**src/opc_pkg.sv**
```systemverilog
package opc_pkg;

  localparam int unsigned AW = 7;
  localparam logic [AW-1:0] OFS_IEN_CLR   = 7'h00;
  localparam logic [AW-1:0] OFS_IEN_SET   = 7'h04;
  localparam logic [AW-1:0] OFS_FLAGS     = 7'h08;
  localparam logic [AW-1:0] OFS_STATUS    = 7'h0C;
  localparam logic [AW-1:0] OFS_XTAL      = 7'h10;
  localparam logic [AW-1:0] OFS_XTAL_SLOW = 7'h14;
  localparam logic [AW-1:0] OFS_RC_SLOW   = 7'h18;
  localparam logic [AW-1:0] OFS_ULP       = 7'h1C;
  localparam logic [AW-1:0] OFS_RC_MID    = 7'h20;
  localparam logic [AW-1:0] OFS_FLL       = 7'h24;
  localparam logic [AW-1:0] OFS_PLL_CTRL  = 7'h44;
  localparam logic [AW-1:0] OFS_PLL_RATIO = 7'h48;
  localparam logic [AW-1:0] WORD_MASK     = 7'h7C;

  localparam logic [31:0] MASK_W16    = 32'h0000_FFFF;
  localparam logic [31:0] MASK_W8     = 32'h0000_00FF;
  localparam logic [31:0] MASK_RC_MID = 32'hCFFF_03C2;
  localparam logic [31:0] MASK_CTRL   = 32'h0000_00C2;
  localparam logic [31:0] MASK_RATIO  = 32'h000F_0FFF;
  localparam logic [31:0] RC_MID_RST  = 32'h0000_0382;

  localparam int unsigned BAND_LSB  = 30;
  localparam int unsigned TRIM_LSB  = 16;
  localparam int unsigned TRIM_HALF = 6;
  localparam int unsigned DIV_LSB   = 8;
  localparam int unsigned EN_BIT    = 1;
  localparam int unsigned KEEP_BIT  = 6;
  localparam int unsigned REQ_BIT   = 7;
  localparam int unsigned FRAC_LSB  = 16;
  localparam int unsigned NIRQ      = 2;
  localparam int unsigned IRQ_ON    = 0;
  localparam int unsigned IRQ_OFF   = 1;

  localparam int unsigned CLK_MHZ         = 125;
  localparam int unsigned PLL_SETTLE_NS   = 64;
  localparam int unsigned PLL_SETTLE_CYC  = (PLL_SETTLE_NS * CLK_MHZ + 999) / 1000;

  localparam logic [1:0] RESP_OKAY   = 2'h0;
  localparam logic [1:0] RESP_SLVERR = 2'h2;

  typedef struct packed {
    logic [1:0]  band;
    logic [5:0]  trim_temp;
    logic [5:0]  trim_process;
    logic [1:0]  divider;
  } opc_osc_cfg_t;

  typedef struct packed {
    logic [11:0] integer_part;
    logic [3:0]  fraction_part;
  } opc_pll_ratio_t;

endpackage

```
**src/opc_top.sv**
```systemverilog
// Operation
// - Oscillator band field codes 0..3 pick 4-6, 6-8, 8-11, 11-15 MHz.
// - Band and trim fields preload from factory calibration after reset.
// - Trim field 27:16: upper six bits temperature, lower six bits process.
// - Divider field 9:8 divides output by 1, 2, 4 or 8.
// - On-request bit 0: PLL runs when enabled; 1: only while requested.
// - A peripheral request is ignored unless the PLL enable bit is set.
// - In standby the PLL stops unless the keep-running bit 6 is one.
// - PLL on/off takes several cycles; software polls the active status bit.
// - Ratio register 0x48: integer in 11:0, fraction in 19:16, rest unused.
module opc_top
  import opc_pkg::*;
#(
  parameter int unsigned SETTLE_CYCLES = PLL_SETTLE_CYC
)(
  input  wire logic                 aclk,
  input  wire logic                 aresetn,
  input  wire logic                 clk_en,
  input  wire logic [AW-1:0]        awaddr,
  input  wire logic                 awvalid,
  output logic                      awready,
  input  wire logic [31:0]          wdata,
  input  wire logic [3:0]           wstrb,
  input  wire logic                 wvalid,
  output logic                      wready,
  output logic [1:0]                bresp,
  output logic                      bvalid,
  input  wire logic                 bready,
  input  wire logic [AW-1:0]        araddr,
  input  wire logic                 arvalid,
  output logic                      arready,
  output logic [31:0]               rdata,
  output logic [1:0]                rresp,
  output logic                      rvalid,
  input  wire logic                 rready,
  input  wire logic                 wp_active,
  input  wire logic                 pll_clk_req,
  input  wire logic                 standby_sleep,
  input  wire logic [1:0]           factory_band,
  input  wire logic [11:0]          factory_trim,
  output opc_osc_cfg_t              osc_cfg,
  output logic [3:0]                osc_divide_factor,
  output logic                      pll_run,
  output logic                      pll_active_status,
  output opc_pll_ratio_t            pll_ratio,
  output logic                      irq
);

  if (SETTLE_CYCLES < 1 || SETTLE_CYCLES > 255)
  begin : g_chk
    $error("SETTLE_CYCLES must be 1..255");
  end

  typedef struct packed {
    logic            awready;
    logic            wready;
    logic            aw_held;
    logic            w_held;
    logic [AW-1:0]   awaddr;
    logic [31:0]     wdata;
    logic [3:0]      wstrb;
    logic            bvalid;
    logic [1:0]      bresp;
    logic            arready;
    logic            rvalid;
    logic [1:0]      rresp;
    logic [31:0]     rdata;
    logic [NIRQ-1:0] ien;
    logic [NIRQ-1:0] flags;
    logic [31:0]     xtal;
    logic [31:0]     xtal_slow;
    logic [31:0]     rc_slow;
    logic [31:0]     ulp;
    logic [31:0]     rc_mid;
    logic [31:0]     fll;
    logic [31:0]     pll_ctrl;
    logic [31:0]     ratio;
    logic            preload;
    logic            pll_run;
    logic            pll_act;
    logic [7:0]      settle_cnt;
    logic [3:0]      div_factor;
    logic            irq;
  } opc_state_t;

  localparam opc_state_t ST_RST = '{awready: 1'b1, wready: 1'b1, arready: 1'b1,
                                    rc_mid: RC_MID_RST, preload: 1'b1,
                                    div_factor: 4'h8, default: '0};
  localparam logic [7:0] SETTLE_LAST = 8'(SETTLE_CYCLES - 1);

  opc_state_t st_r;
  opc_state_t st_nxt;

  function automatic logic [31:0] merge(input logic [31:0] old, input logic [31:0] d,
                                        input logic [3:0] be, input logic [31:0] mask);
    logic [31:0] res;
    res = old;
    for (int i = 0; i < 4; i++)
    begin
      if (be[i])
      begin
        res[i*8 +: 8] = d[i*8 +: 8];
      end
    end
    return res & mask;
  endfunction

  logic            do_wr;
  logic [31:0]     wd_be;
  logic [NIRQ-1:0] clr;
  logic [NIRQ-1:0] set;
  logic            want;
  logic [31:0]     rd;
  logic            rd_err;
  logic            prot;

  always_comb
  begin
    st_nxt = st_r;
    clr    = '0;
    set    = '0;
    rd     = '0;
    rd_err = 1'b0;
    do_wr  = st_r.aw_held && st_r.w_held && !st_r.bvalid;
    wd_be  = merge(32'h0000_0000, st_r.wdata, st_r.wstrb, 32'hFFFF_FFFF);
    prot   = 1'b0;

    // Factory values replace the reset constants on the first enabled edge
    if (st_r.preload)
    begin
      st_nxt.rc_mid[BAND_LSB +: 2]  = factory_band;
      st_nxt.rc_mid[TRIM_LSB +: 12] = factory_trim;
      st_nxt.preload = 1'b0;
    end

    if (awvalid && st_r.awready)
    begin
      st_nxt.aw_held = 1'b1;
      st_nxt.awaddr  = awaddr;
    end
    if (wvalid && st_r.wready)
    begin
      st_nxt.w_held = 1'b1;
      st_nxt.wdata  = wdata;
      st_nxt.wstrb  = wstrb;
    end
    if (st_r.bvalid && bready)
    begin
      st_nxt.bvalid = 1'b0;
    end

    if (do_wr)
    begin
      st_nxt.aw_held = 1'b0;
      st_nxt.w_held  = 1'b0;
      st_nxt.bvalid  = 1'b1;
      st_nxt.bresp   = RESP_OKAY;
      case (st_r.awaddr & WORD_MASK)
        OFS_IEN_CLR:   st_nxt.ien = st_r.ien & ~wd_be[NIRQ-1:0];
        OFS_IEN_SET:   st_nxt.ien = st_r.ien | wd_be[NIRQ-1:0];
        OFS_FLAGS:     clr = wd_be[NIRQ-1:0];
        OFS_STATUS:    st_nxt.bresp = RESP_OKAY;
        OFS_XTAL:      st_nxt.xtal = merge(st_r.xtal, st_r.wdata, st_r.wstrb, MASK_W16);
        OFS_XTAL_SLOW: st_nxt.xtal_slow = merge(st_r.xtal_slow, st_r.wdata, st_r.wstrb, MASK_W16);
        OFS_RC_SLOW:   st_nxt.rc_slow = merge(st_r.rc_slow, st_r.wdata, st_r.wstrb, 32'hFFFF_FFFF);
        OFS_ULP:       st_nxt.ulp = merge(st_r.ulp, st_r.wdata, st_r.wstrb, MASK_W8);
        OFS_RC_MID:    st_nxt.rc_mid = merge(st_nxt.rc_mid, st_r.wdata, st_r.wstrb, MASK_RC_MID);
        OFS_FLL:       st_nxt.fll = merge(st_r.fll, st_r.wdata, st_r.wstrb, MASK_W16);
        OFS_PLL_CTRL,
        OFS_PLL_RATIO: prot = 1'b1;
        default:       st_nxt.bresp = RESP_SLVERR;
      endcase
      // Protected writes while wp_active leave contents alone and report an error
      if (prot && wp_active)
      begin
        st_nxt.bresp = RESP_SLVERR;
      end
      else if (prot && (st_r.awaddr & WORD_MASK) == OFS_PLL_CTRL)
      begin
        st_nxt.pll_ctrl = merge(st_r.pll_ctrl, st_r.wdata, st_r.wstrb, MASK_CTRL);
      end
      else if (prot)
      begin
        st_nxt.ratio = merge(st_r.ratio, st_r.wdata, st_r.wstrb, MASK_RATIO);
      end
    end
    st_nxt.awready = !st_nxt.aw_held && !st_nxt.bvalid;
    st_nxt.wready  = !st_nxt.w_held && !st_nxt.bvalid;

    case (araddr & WORD_MASK)
      OFS_IEN_CLR,
      OFS_IEN_SET:   rd = 32'(st_r.ien);
      OFS_FLAGS:     rd = 32'(st_r.flags);
      OFS_STATUS:    rd = 32'(st_r.pll_act);
      OFS_XTAL:      rd = st_r.xtal;
      OFS_XTAL_SLOW: rd = st_r.xtal_slow;
      OFS_RC_SLOW:   rd = st_r.rc_slow;
      OFS_ULP:       rd = st_r.ulp;
      OFS_RC_MID:    rd = st_r.rc_mid;
      OFS_FLL:       rd = st_r.fll;
      OFS_PLL_CTRL:  rd = st_r.pll_ctrl;
      OFS_PLL_RATIO: rd = st_r.ratio;
      default:       rd_err = 1'b1;
    endcase
    if (st_r.rvalid && rready)
    begin
      st_nxt.rvalid = 1'b0;
    end
    if (arvalid && st_r.arready)
    begin
      st_nxt.rvalid = 1'b1;
      st_nxt.rdata  = rd;
      st_nxt.rresp  = rd_err ? RESP_SLVERR : RESP_OKAY;
    end
    st_nxt.arready = !st_nxt.rvalid;

    // A request counts only with enable set; standby stops it unless kept
    want = st_r.pll_ctrl[EN_BIT]
           && (!st_r.pll_ctrl[REQ_BIT] || pll_clk_req)
           && (!standby_sleep || st_r.pll_ctrl[KEEP_BIT]);
    st_nxt.pll_run = want;

    // Status follows the run level only after it has held for the settle time
    if (st_r.pll_run != st_r.pll_act)
    begin
      if (st_r.settle_cnt == SETTLE_LAST)
      begin
        st_nxt.pll_act    = st_r.pll_run;
        st_nxt.settle_cnt = '0;
        set[IRQ_ON]       = st_r.pll_run;
        set[IRQ_OFF]      = !st_r.pll_run;
      end
      else
      begin
        st_nxt.settle_cnt = st_r.settle_cnt + 8'h01;
      end
    end
    else
    begin
      st_nxt.settle_cnt = '0;
    end

    // A new event outranks a clear in the same cycle
    st_nxt.flags      = (st_r.flags & ~clr) | set;
    st_nxt.irq        = |(st_nxt.flags & st_nxt.ien);
    st_nxt.div_factor = 4'h1 << st_nxt.rc_mid[DIV_LSB +: 2];
  end

  always_ff @(posedge aclk)
  begin
    if (!aresetn)
    begin
      st_r <= ST_RST;
    end
    else if (clk_en)
    begin
      st_r <= st_nxt;
    end
  end

  assign awready  = st_r.awready;
  assign wready   = st_r.wready;
  assign bvalid   = st_r.bvalid;
  assign bresp    = st_r.bresp;
  assign arready  = st_r.arready;
  assign rvalid   = st_r.rvalid;
  assign rdata    = st_r.rdata;
  assign rresp    = st_r.rresp;
  assign osc_cfg.band         = st_r.rc_mid[BAND_LSB +: 2];
  assign osc_cfg.trim_temp    = st_r.rc_mid[TRIM_LSB + TRIM_HALF +: 6];
  assign osc_cfg.trim_process = st_r.rc_mid[TRIM_LSB +: 6];
  assign osc_cfg.divider      = st_r.rc_mid[DIV_LSB +: 2];
  assign osc_divide_factor    = st_r.div_factor;
  assign pll_run              = st_r.pll_run;
  assign pll_active_status    = st_r.pll_act;
  assign pll_ratio.integer_part  = st_r.ratio[11:0];
  assign pll_ratio.fraction_part = st_r.ratio[FRAC_LSB +: 4];
  assign irq                  = st_r.irq;
endmodule

```
**config.mk**
```make
export PLATFORM = sky130hd
export DESIGN_NAME = opc_top
export DESIGN_NICKNAME = d
export VERILOG_FILES = /design/src/opc_pkg.sv /design/src/opc_top.sv
export SDC_FILE = /design/constraint.sdc
export NUM_CORES = 1
export LEC_CHECK = 0
export BUFFER_PORTS_ARGS = -buffer_cell sky130_fd_sc_hd__buf_4
export CORE_ASPECT_RATIO = 2
export CORE_MARGIN = 2
export CORE_UTILIZATION = 25
export CTS_CLUSTER_DIAMETER = 80
export DETAILED_ROUTE_END_ITERATION = 10
export SLEW_MARGIN = 15
export SYNTH_ARGS = -nofsm -noshare
export SYNTH_HDL_FRONTEND = slang
export SYNTH_SLANG_ARGS = --single-unit
```
**constraint.sdc**
```tcl
create_clock -name aclk -period 1.8 [get_ports aclk]
set_input_delay 0.36 -clock aclk [delete_from_list [all_inputs] [get_ports aclk]]
set_output_delay 0.36 -clock aclk [all_outputs]
set_load 0.02 [all_outputs]
```
==> qor.csv, run 1 <==
metric;value;unit
HPWL after DPL;24900;um
die area;43800;um2
compound-cell area share of the yosys netlist;18.3;%
Post-synth EDFFs;0;
Internal;0.00826;W
Mean Syn Cell Area;9.03;um2
post-synth top area share;43.4;%
clock sink count;228;
Die H;294;um
Clk Latency, worst-skew pair;0.52;ns
Horiz. Die Dim;149;um
Initial Util;25.2;%
Yosys top cell by area;dfxtp_1;
total iterations of the first detailed-routing run;5;
Design Area, Final;13400;um2
Max Clk Rate;554;MHz
Cells after Synth;1164;
post-route ant nets;0;
Reg power frac;47.9;%
failing checks;negative setup slack;
CP Launch Type;flip-flop;
largest cells by area after synthesis;dfxtp_1 43%, mux2i_1 8.3%, nand2_1 5.7%, a21boi_0 5.6%, buf_4 5.6%;
Switch Pwr;0.00272;W
Final WS setup;-0.00534;ns
DR iter-0 viols;476;
Vias per Instance;4.69;
Core Footprint;41600;um2
Port-buffer cells;148;
FILL cells;4388;
part of the Yosys area used for sequential elements;43.4;%
antenna violations before repair;0;
CTS tree;done;
Boundary Pins;155;
Worst Setup Path Type;reg -> reg;
Post-Synth XOR/XNOR Area;0.167;%
Slew headroom;66.7;%
FFs w/ async S/R, synth;0;%
FP Rows;106;
clock transition at the registers of the reported paths;0.07;ns
Inserted Clock Buffers;23;
hold buffers post-CTS;0;
largest net degree at the start of global routing;68;
nets;1364;
gr usage total;15.0;%
kind of end point of the critical path;flip-flop;
Final Critical Period;1.81;ns
Worst Path Required;2.20;ns
clock skew;0.0127;ns
outcome;finished, violations left;
Setup TNS;-0.00534;ns
synth warn;0;
Slew Viols, Final;0;
vias in the first global route;8803;
final total power;0.0110;W
via count;8639;
most frequent cells after synthesis;228 x dfxtp_1, 160 x nand2_1, 87 x mux2i_1;
Finished Core Util;32.1;%
Comb power frac;8.6;%
synthesized area;10500;um2
Post-Synth Simple-Gate Area;20.2;%
largest family of logic cells by synthesized area;simple AND/OR/NAND/NOR gates;
most common cell in the netlist;dfxtp_1;
first-pass GRT wire length;50500;um
routability cong.;0.849;
flops & latches, synth;228;
H-tree levels;1;
final WL;33900;um
Clock power frac;43.5;%
Placed Area;12400;um2
Max FO, Critical Path;5;
crit path DAT;2.21;ns
DR WL/cell;18.4;um
# setup viols final;1;
share of cells above drive strength 1;26.4;%
Tcrit/Tclk final;100;%
P&R area growth vs syn;27.4;%
Power Density;821;nW/um2
root buf cell;clkbuf_16;
sw frac;24.8;%
ys flop type;dfxtp_1;
Congestion Overflow GR;0;
maximum vdd drop;0.823;mV
mux cell area share after synthesis;8.40;%
Synth cell types;63;
Leakage;5.55;nW
maxcap violations;0;
Max clock buf depth;3;
Post-Synth Adder-Cell Area;0.119;%
ANT cells;0;
HP Class;in -> reg;
DRC Markers;0;
worst slew pin tran;0.487;ns
RSZ-0062 raised after global routing;yes;
final hold vios;0;
==> cell type report <==
type | count | area, um2 | share of cell area (%)
sequential | 228 | 4570 | 34.1
timing repair buffer | 255 | 2230 | 16.7
clock buffer | 32 | 649 | 4.85
clock inverter | 8 | 77.6 | 0.579
inverter | 13 | 48.8 | 0.365
tap | 540 | 676 | 5.05
multi-input combinational | 767 | 5130 | 38.3
==> power by group through the flow <==
stage / Clock (W) / Sequential, W / Combinational (W)
2_1_floorplan: 0 / 0.00533 / 0.000532
5_1_grt: 0.00505 / 0.00528 / 0.00103
3_3_place_gp: 0 / 0.00537 / 0.000933
6_report: 0.00478 / 0.00526 / 0.000948
4_1_cts: 0.00490 / 0.00526 / 0.000948
3_5_place_dp: 0 / 0.00537 / 0.000941
==> layout by cell type (no fill, tap or decap), types with 29 or more instances in the layout <==
cell      Yosys  final
a21oi_1      29     29
o21ai_0      34     30
a21boi_0     79     76
nand3_1      45     44
mux2i_1      87     87
buf_4        78    222
nand2_1     160    153
dfxtp_1     228    223
a22oi_1      33     33
nor2b_1      78     77
==> logic make-up (layout without fill, tap and decap cells) <==
group,after synthesis,in the layout
AND/OR/NAND/NOR,404,404
AO/OA/AOI/OAI,269,270
flip-flops,228,228
buffers and inverters,171,308
multiplexers,88,88
XOR/XNOR,2,2
adder cells (fa/ha/maj),1,1
other,1,2
==> registers in the layout, indices dropped and copies added, names as in the netlist, 4 cells and up <==
name               cells
osc_cfg               16
osc_divide_factor      4
pll_ratio             16
rdata                 32
st_r                 150
==> critical path: stages, from the launching register on <==
cell      delay (ns)
dfxtp_2         0.32
or4_4           0.56
o311ai_4        0.28
buf_6           0.17
o21bai_1        0.10
a21boi_1        0.09
o21a_1          0.17
==> per-layer routing <==
| metal | GRT usage (%) | routed length, um | vias up |
|---|---|---|---|
| met5 | 0 | 0 | - |
| met4 | 7.87 | 1630 | 0 |
| met3 | 2.31 | 1470 | 84 |
| met2 | 28.3 | 18400 | 227 |
| met1 | 15.5 | 12400 | 4094 |
| li1 | - | - | 4234 |
==> stage by stage <==
step,hold WS [ns],std cells,setup WS [ns]
6_report,0.0927,1843,-0.00534
5_1_grt,0.100,1843,-0.0966
4_1_cts,0.0793,1839,0.00301
3_5_place_dp,0.445,1793,-0.197
3_3_place_gp,0.440,1793,-0.223
2_1_floorplan,0.427,1165,0.0179
==> final timing paths <==
kind / start / to / slack [ns] / cells after the start
max: st_r[10] / st_r[12] / -0.005 / 6
min: wdata[4] / st_r[323] / 0.09 / 3
max reg2reg: st_r[10] / st_r[12] / -0.005 / 6
min reg2reg: rdata[7] / rdata[7] / 0.46 / 1
==> what timing repair did <==
action	4_1_cts	5_1_grt
pin swaps	9	23
gates resized for setup	18	41
endpoints found under the setup margin	47	92
buffers inserted	5	4
gates cloned	1	1
Power figures use the tool's default switching activity.
==> run 2, diff against run 1 <==
- clock period: 1.8 -> 1.6 ns (I/O delays scaled with it)
==> qor.csv, run 2 (synthesized netlist as in run 1, its figures left out) <==
metric;value;unit;change
DR WL/cell;19.2;um;+4.1%
Max Clk Rate;566;MHz;+2.2%
DP Worst Slack;-0.277;ns;-0.0807 ns
Design Area, Final;14400;um2;+7.7%
final WL;36000;um;+6.1%
root buf cell;clkbuf_16;;
nets;1398;;+2.5%
worst reg2reg setup slack;-0.17;ns;-0.16 ns
P&R area growth vs syn;37.2;%;
Vias per Instance;4.77;;+1.8%
share of cells above drive strength 1;34.5;%;+8.1 points
Slew Viols, Final;0;;unchanged
Max clock buf depth;3;;unchanged
critical path buffer and inverter count;1;;unchanged
maxcap violations;0;;unchanged
Port-buffer cells;148;;unchanged
commonest cells after routing, fill and taps aside;237 x buf_4, 216 x dfxtp_1, 140 x nand2_1;;
crit path DAT;2.17;ns;-0.04 ns
vias in the first global route;9051;;+2.8%
Inserted Clock Buffers;22;;-4.3%
Crit. path cell count;6;;unchanged
most common cell after layout, fill and taps aside;buf_4;;
Worst Setup Path Type;reg -> reg;;
DRC Markers;0;;unchanged
kind of end point of the critical path;flip-flop;;
outcome;finished, violations left;;
beginning of the worst hold path;wdata[3];;
final hold vios;0;;unchanged
antenna violations before repair;0;;unchanged
CP Launch Type;flip-flop;;
H-tree levels;1;;unchanged
Top Metal Used;met4;;
clock transition at the registers of the reported paths;0.06;ns;about the same
CTS tree;done;;
FP Rows;106;;unchanged
worst slew pin tran;0.547;ns;+0.0601 ns
Reg with most FFs;st_r;;
Boundary Pins;155;;unchanged
via count;8962;;+3.7%
Tcrit/Tclk final;110;%;+10 points
maximum vdd drop;0.872;mV;+6.0%
R2R depth;6;;unchanged
Final WS setup;-0.166;ns;-0.161 ns
largest net degree at the start of global routing;70;;+2.9%
Core Footprint;41600;um2;unchanged
Placed Area;12700;um2;+2.5%
CP max stage delay;0.50;ns;-0.06 ns
Critical R2R Launch;st_r[357];;
Congestion Overflow GR;0;;unchanged
Final Critical Period;1.77;ns;-0.0388 ns
max reg flops;150;;unchanged
Clk Latency, worst-skew pair;0.52;ns;about the same
HP Class;in -> reg;;
Power Density;891;nW/um2;+8.5%
post-route ant nets;0;;unchanged
Top delay family on crit path;simple AND/OR/NAND/NOR gates;;
Leakage;5.93;nW;+6.8%
Initial Util;25.2;%;unchanged
HPWL after DPL;25300;um;+1.7%
routability cong.;0.869;;+2.4%
FF-to-FF End;pll_ratio[0];;
met2 routed WL;20100;um;+9.3%
total iterations of the first detailed-routing run;5;;unchanged
Finished Core Util;34.6;%;+2.5 points
first-pass GRT wire length;52700;um;+4.2%
hold depth;3;;unchanged
Slew headroom;63.5;%;-3.2 points
met3 wire length;1580;um;+7.6%
die area;43800;um2;unchanged
failing checks;negative setup slack;;
DR iter-0 viols;449;;-5.7%
slowest CP cell;or4b_4;;
Fin Hold WS;0.0551;ns;-0.0376 ns
Die H;294;um;unchanged
RSZ-0062 raised after global routing;yes;;
met1 wire length;12300;um;-1.2%
Max FO, Critical Path;4;;-1
clock sink count;228;;unchanged
gr usage total;15.7;%;+0.69 points
WHS Endpoint;st_r[322];;
Horiz. Die Dim;149;um;unchanged
worst-path cell chain;or4b_4, nor3b_4, buf_4, nand3_4, mux2i_1, nor2b_1;;
ANT cells;0;;unchanged
clock skew;0.00793;ns;-0.00474 ns
# setup viols final;102;;+101
Worst Path Required;2.01;ns;-0.19 ns
-- run 2: metrics by stage --
step                instances  TNS, ns  power [W]
CTS                      1869    -3.27     0.0129
finish                   1878    -8.20     0.0128
floorplan                1165    -2.70    0.00663
global placement         1810   -24.88    0.00715
detailed placement       1810   -26.07    0.00716
global route             1878   -15.67     0.0133
-- run 2: per-layer routing --
layer	global-route usage (%)	up-vias
met1	15.3	4298
met3	2.40	105
met5	0	-
met4	8.25	0
met2	30.7	247
li1	-	4312
-- run 2: where the power goes --
group	total, W	internal [W]	switching (W)
clock network	0.00570	0.00341	0.00229
logic	0.00120	0.000576	0.000624
registers	0.00594	0.00579	0.000147
-- run 2: area by class of cell --
cell class                      instances  area, um2
Multi-Input combinational cell        767       5630
Clock inverter                          4       98.8
Inverter                               13       48.8
Fill cell                            4300      27200
Tap cell                              540        676
Timing Repair Buffer                  290       2700
Clock buffer                           36        684
Sequential cell                       228       4580
-- run 2: worst min-delay path: stages --
cell	delay (ns)
buf_4	0.11
nand2_1	0.04
a21boi_0	0.06
-- run 2: worst max path at each step --
stage	start	to
floorplan	st_r[8]	st_r[12]
global placement	clk_en	st_r[185]
detailed placement	clk_en	st_r[191]
CTS	st_r[357]	pll_ratio[0]
global route	st_r[10]	st_r[12]
finish	st_r[357]	pll_ratio[0]
-- run 2: timing repair --
action / CTS / global route
hold buffers: 0 / 0
endpoints found under the setup margin: 138 / 144
cloned: 3 / 3
setup buffers: 16 / 7
pin swaps: 23 / 71
resized for setup: 63 / 117
==> run 3, diff against run 2 <==
- PLACE_DENSITY: default -> 0.53
==> qor.csv, run 3 (synthesized netlist as in run 1, its figures left out) <==
metric;value;unit;change
CTS tree;done;;
Boundary Pins;155;;unchanged
Finished Layout Cells;1884;;+0.32%
kind of end point of the critical path;flip-flop;;
Die H;294;um;unchanged
commonest cells after routing, fill and taps aside;243 x buf_4, 217 x dfxtp_1, 148 x nand2_1;;
Slew Viols, Final;0;;unchanged
clock sink count;228;;unchanged
CP most frequent cell;buf_6;;
Final WS setup;-0.198;ns;-0.0310 ns
worst-path cell chain;or4b_4, nor3b_4, buf_6, buf_6, nand3_4, a21boi_2;;
maxcap violations;0;;unchanged
worst slew pin tran;0.540;ns;-0.00750 ns
placed cell count;1821;;+0.61%
Final Critical Period;1.80;ns;+0.0310 ns
H-tree levels;1;;unchanged
Max FO, Critical Path;6;;+2
final total power;0.0131;W;+1.7%
ANT cells;0;;unchanged
DR iter-0 viols;447;;-0.45%
critical path buffer and inverter count;2;;+1
Leakage;5.90;nW;-0.45%
Clk Latency, worst-skew pair;0.53;ns;about the same
HP Class;in -> reg;;
Reg with most FFs;st_r;;
final hold vios;0;;unchanged
FILL cells;4352;;+1.2%
CP max stage delay;0.55;ns;+0.05 ns
Initial Util;25.2;%;unchanged
Horiz. Die Dim;149;um;unchanged
CP Launch Type;flip-flop;;
Comb power frac;9.3;%;about the same
Clock power frac;45.3;%;+0.9 points
Congestion Overflow GR;0;;unchanged
crit path DAT;2.27;ns;+0.10 ns
DRC Markers;0;;unchanged
RSZ-0062 raised after global routing;yes;;
vias in the first global route;9014;;-0.41%
sw frac;25.1;%;+1.3 points
Worst Setup Path Type;reg -> reg;;
max reg flops;150;;unchanged
clock transition at the registers of the reported paths;0.07;ns;about the same
Power Density;916;nW/um2;+2.8%
post-route ant nets;0;;unchanged
Port-buffer cells;148;;unchanged
P&R area growth vs syn;35.7;%;
die area;43800;um2;unchanged
Core Footprint;41600;um2;unchanged
clock skew;0.0131;ns;+0.00515 ns
beginning of the worst hold path;wdata[30];;
Worst Path Required;2.07;ns;+0.06 ns
largest net degree at the start of global routing;73;;+4.3%
final WL;35500;um;-1.3%
maximum vdd drop;0.854;mV;-2.0%
share of cells above drive strength 1;32.8;%;-1.6 points
crit path from;st_r[356];;
FP Rows;106;;unchanged
DP Worst Slack;-0.322;ns;-0.0449 ns
Internal;0.00978;W;about the same
Max clock buf depth;3;;unchanged
Reg power frac;45.5;%;-0.8 points
Switch Pwr;0.00327;W;+7.0%
HPWL after DPL;26300;um;+3.7%
root buf cell;clkbuf_16;;
gr usage total;15.8;%;+0.16 points
Slew headroom;64.0;%;+0.50 points
Max Clk Rate;556;MHz;-1.7%
hold buffers post-CTS;0;;unchanged
total iterations of the first detailed-routing run;4;;-1
nets;1403;;+0.36%
outcome;finished, violations left;;
Critical R2R Launch;st_r[356];;
most common cell after layout, fill and taps aside;buf_4;;
routability cong.;0.821;;-5.6%
failing checks;negative setup slack;;
first-pass GRT wire length;53400;um;+1.4%
via count;8864;;-1.1%
Tcrit/Tclk final;112;%;+1.9 points
Inserted Clock Buffers;23;;+4.5%
Fin Hold WS;0.0401;ns;-0.0150 ns
antenna violations before repair;0;;unchanged
slowest CP cell;or4b_4;;
DR WL/cell;18.9;um;-1.6%
# setup viols final;83;;-19%
Top delay family on crit path;simple AND/OR/NAND/NOR gates;;
Vias per Instance;4.70;;-1.4%
[run 3: cell count changes in the layout (fill, tap and decap cells not counted), sizes merged]
cell / delta
clkbuf: -13
buf: +7
clkinv: +7
clkinvlp: +3
inv: +2
bufbuf: -1
bufinv: +1
[run 3: worst min-delay path: stages]
cell and delay, ns:
buf_4 0.11, nand2_1 0.04, a21boi_0 0.06
[run 3: worst paths after layout]
path,to,slack [ns],depth (start not counted)
setup / recovery,pll_ratio[7],-0.20,6
hold / removal,st_r[349],0.04,3
setup reg to reg,pll_ratio[7],-0.20,6
hold reg to reg,st_r[189],0.46,2
[run 3: routing by layer]
metal  vias to the layer above  wire [um]  global-route usage (%)
met5                         -          0                       0
met2                       209      20200                    31.5
li1                       4318          -                       -
met4                         0       1460                    7.34
met3                        68       1450                    2.19
met1                      4269      12400                    15.6
[run 3: cell type report]
type                            count  area (um2)  area share [%]
Timing Repair Buffer              294        2640            18.5
Clock buffer                       25         603            4.23
Inverter                           13        48.8           0.342
Multi-Input combinational cell    767        5500            38.6
Tap cell                          540         676            4.74
Sequential cell                   228        4590            32.2
Clock inverter                     17         208            1.46
[run 3: repair_timing]
| item | in CTS | in global routing |
|---|---|---|
| resized for setup | 88 | 53 |
| gates cloned | 4 | 1 |
| setup endpoints to repair | 134 | 144 |
| pin swaps | 37 | 34 |
| buffers inserted | 15 | 10 |
[run 3: through the flow]
step	setup TNS (ns)	area, um2	utilization, %
floorplan	-2.70	10700	-
global placement	-25.14	12700	30.6
detailed placement	-28.05	12700	30.6
CTS	-9.44	14100	33.7
global route	-14.69	14300	34.2
finish	-8.62	14300	34.2
[run 3: power by group through the flow]
stage	combinational [W]	clock, W	sequential, W
after floorplan	0.000625	0	0.00600
after global placement	0.00112	0	0.00606
after detailed placement	0.00113	0	0.00606
after CTS	0.00120	0.00609	0.00593
after global routing	0.00130	0.00631	0.00595
final	0.00121	0.00591	0.00594
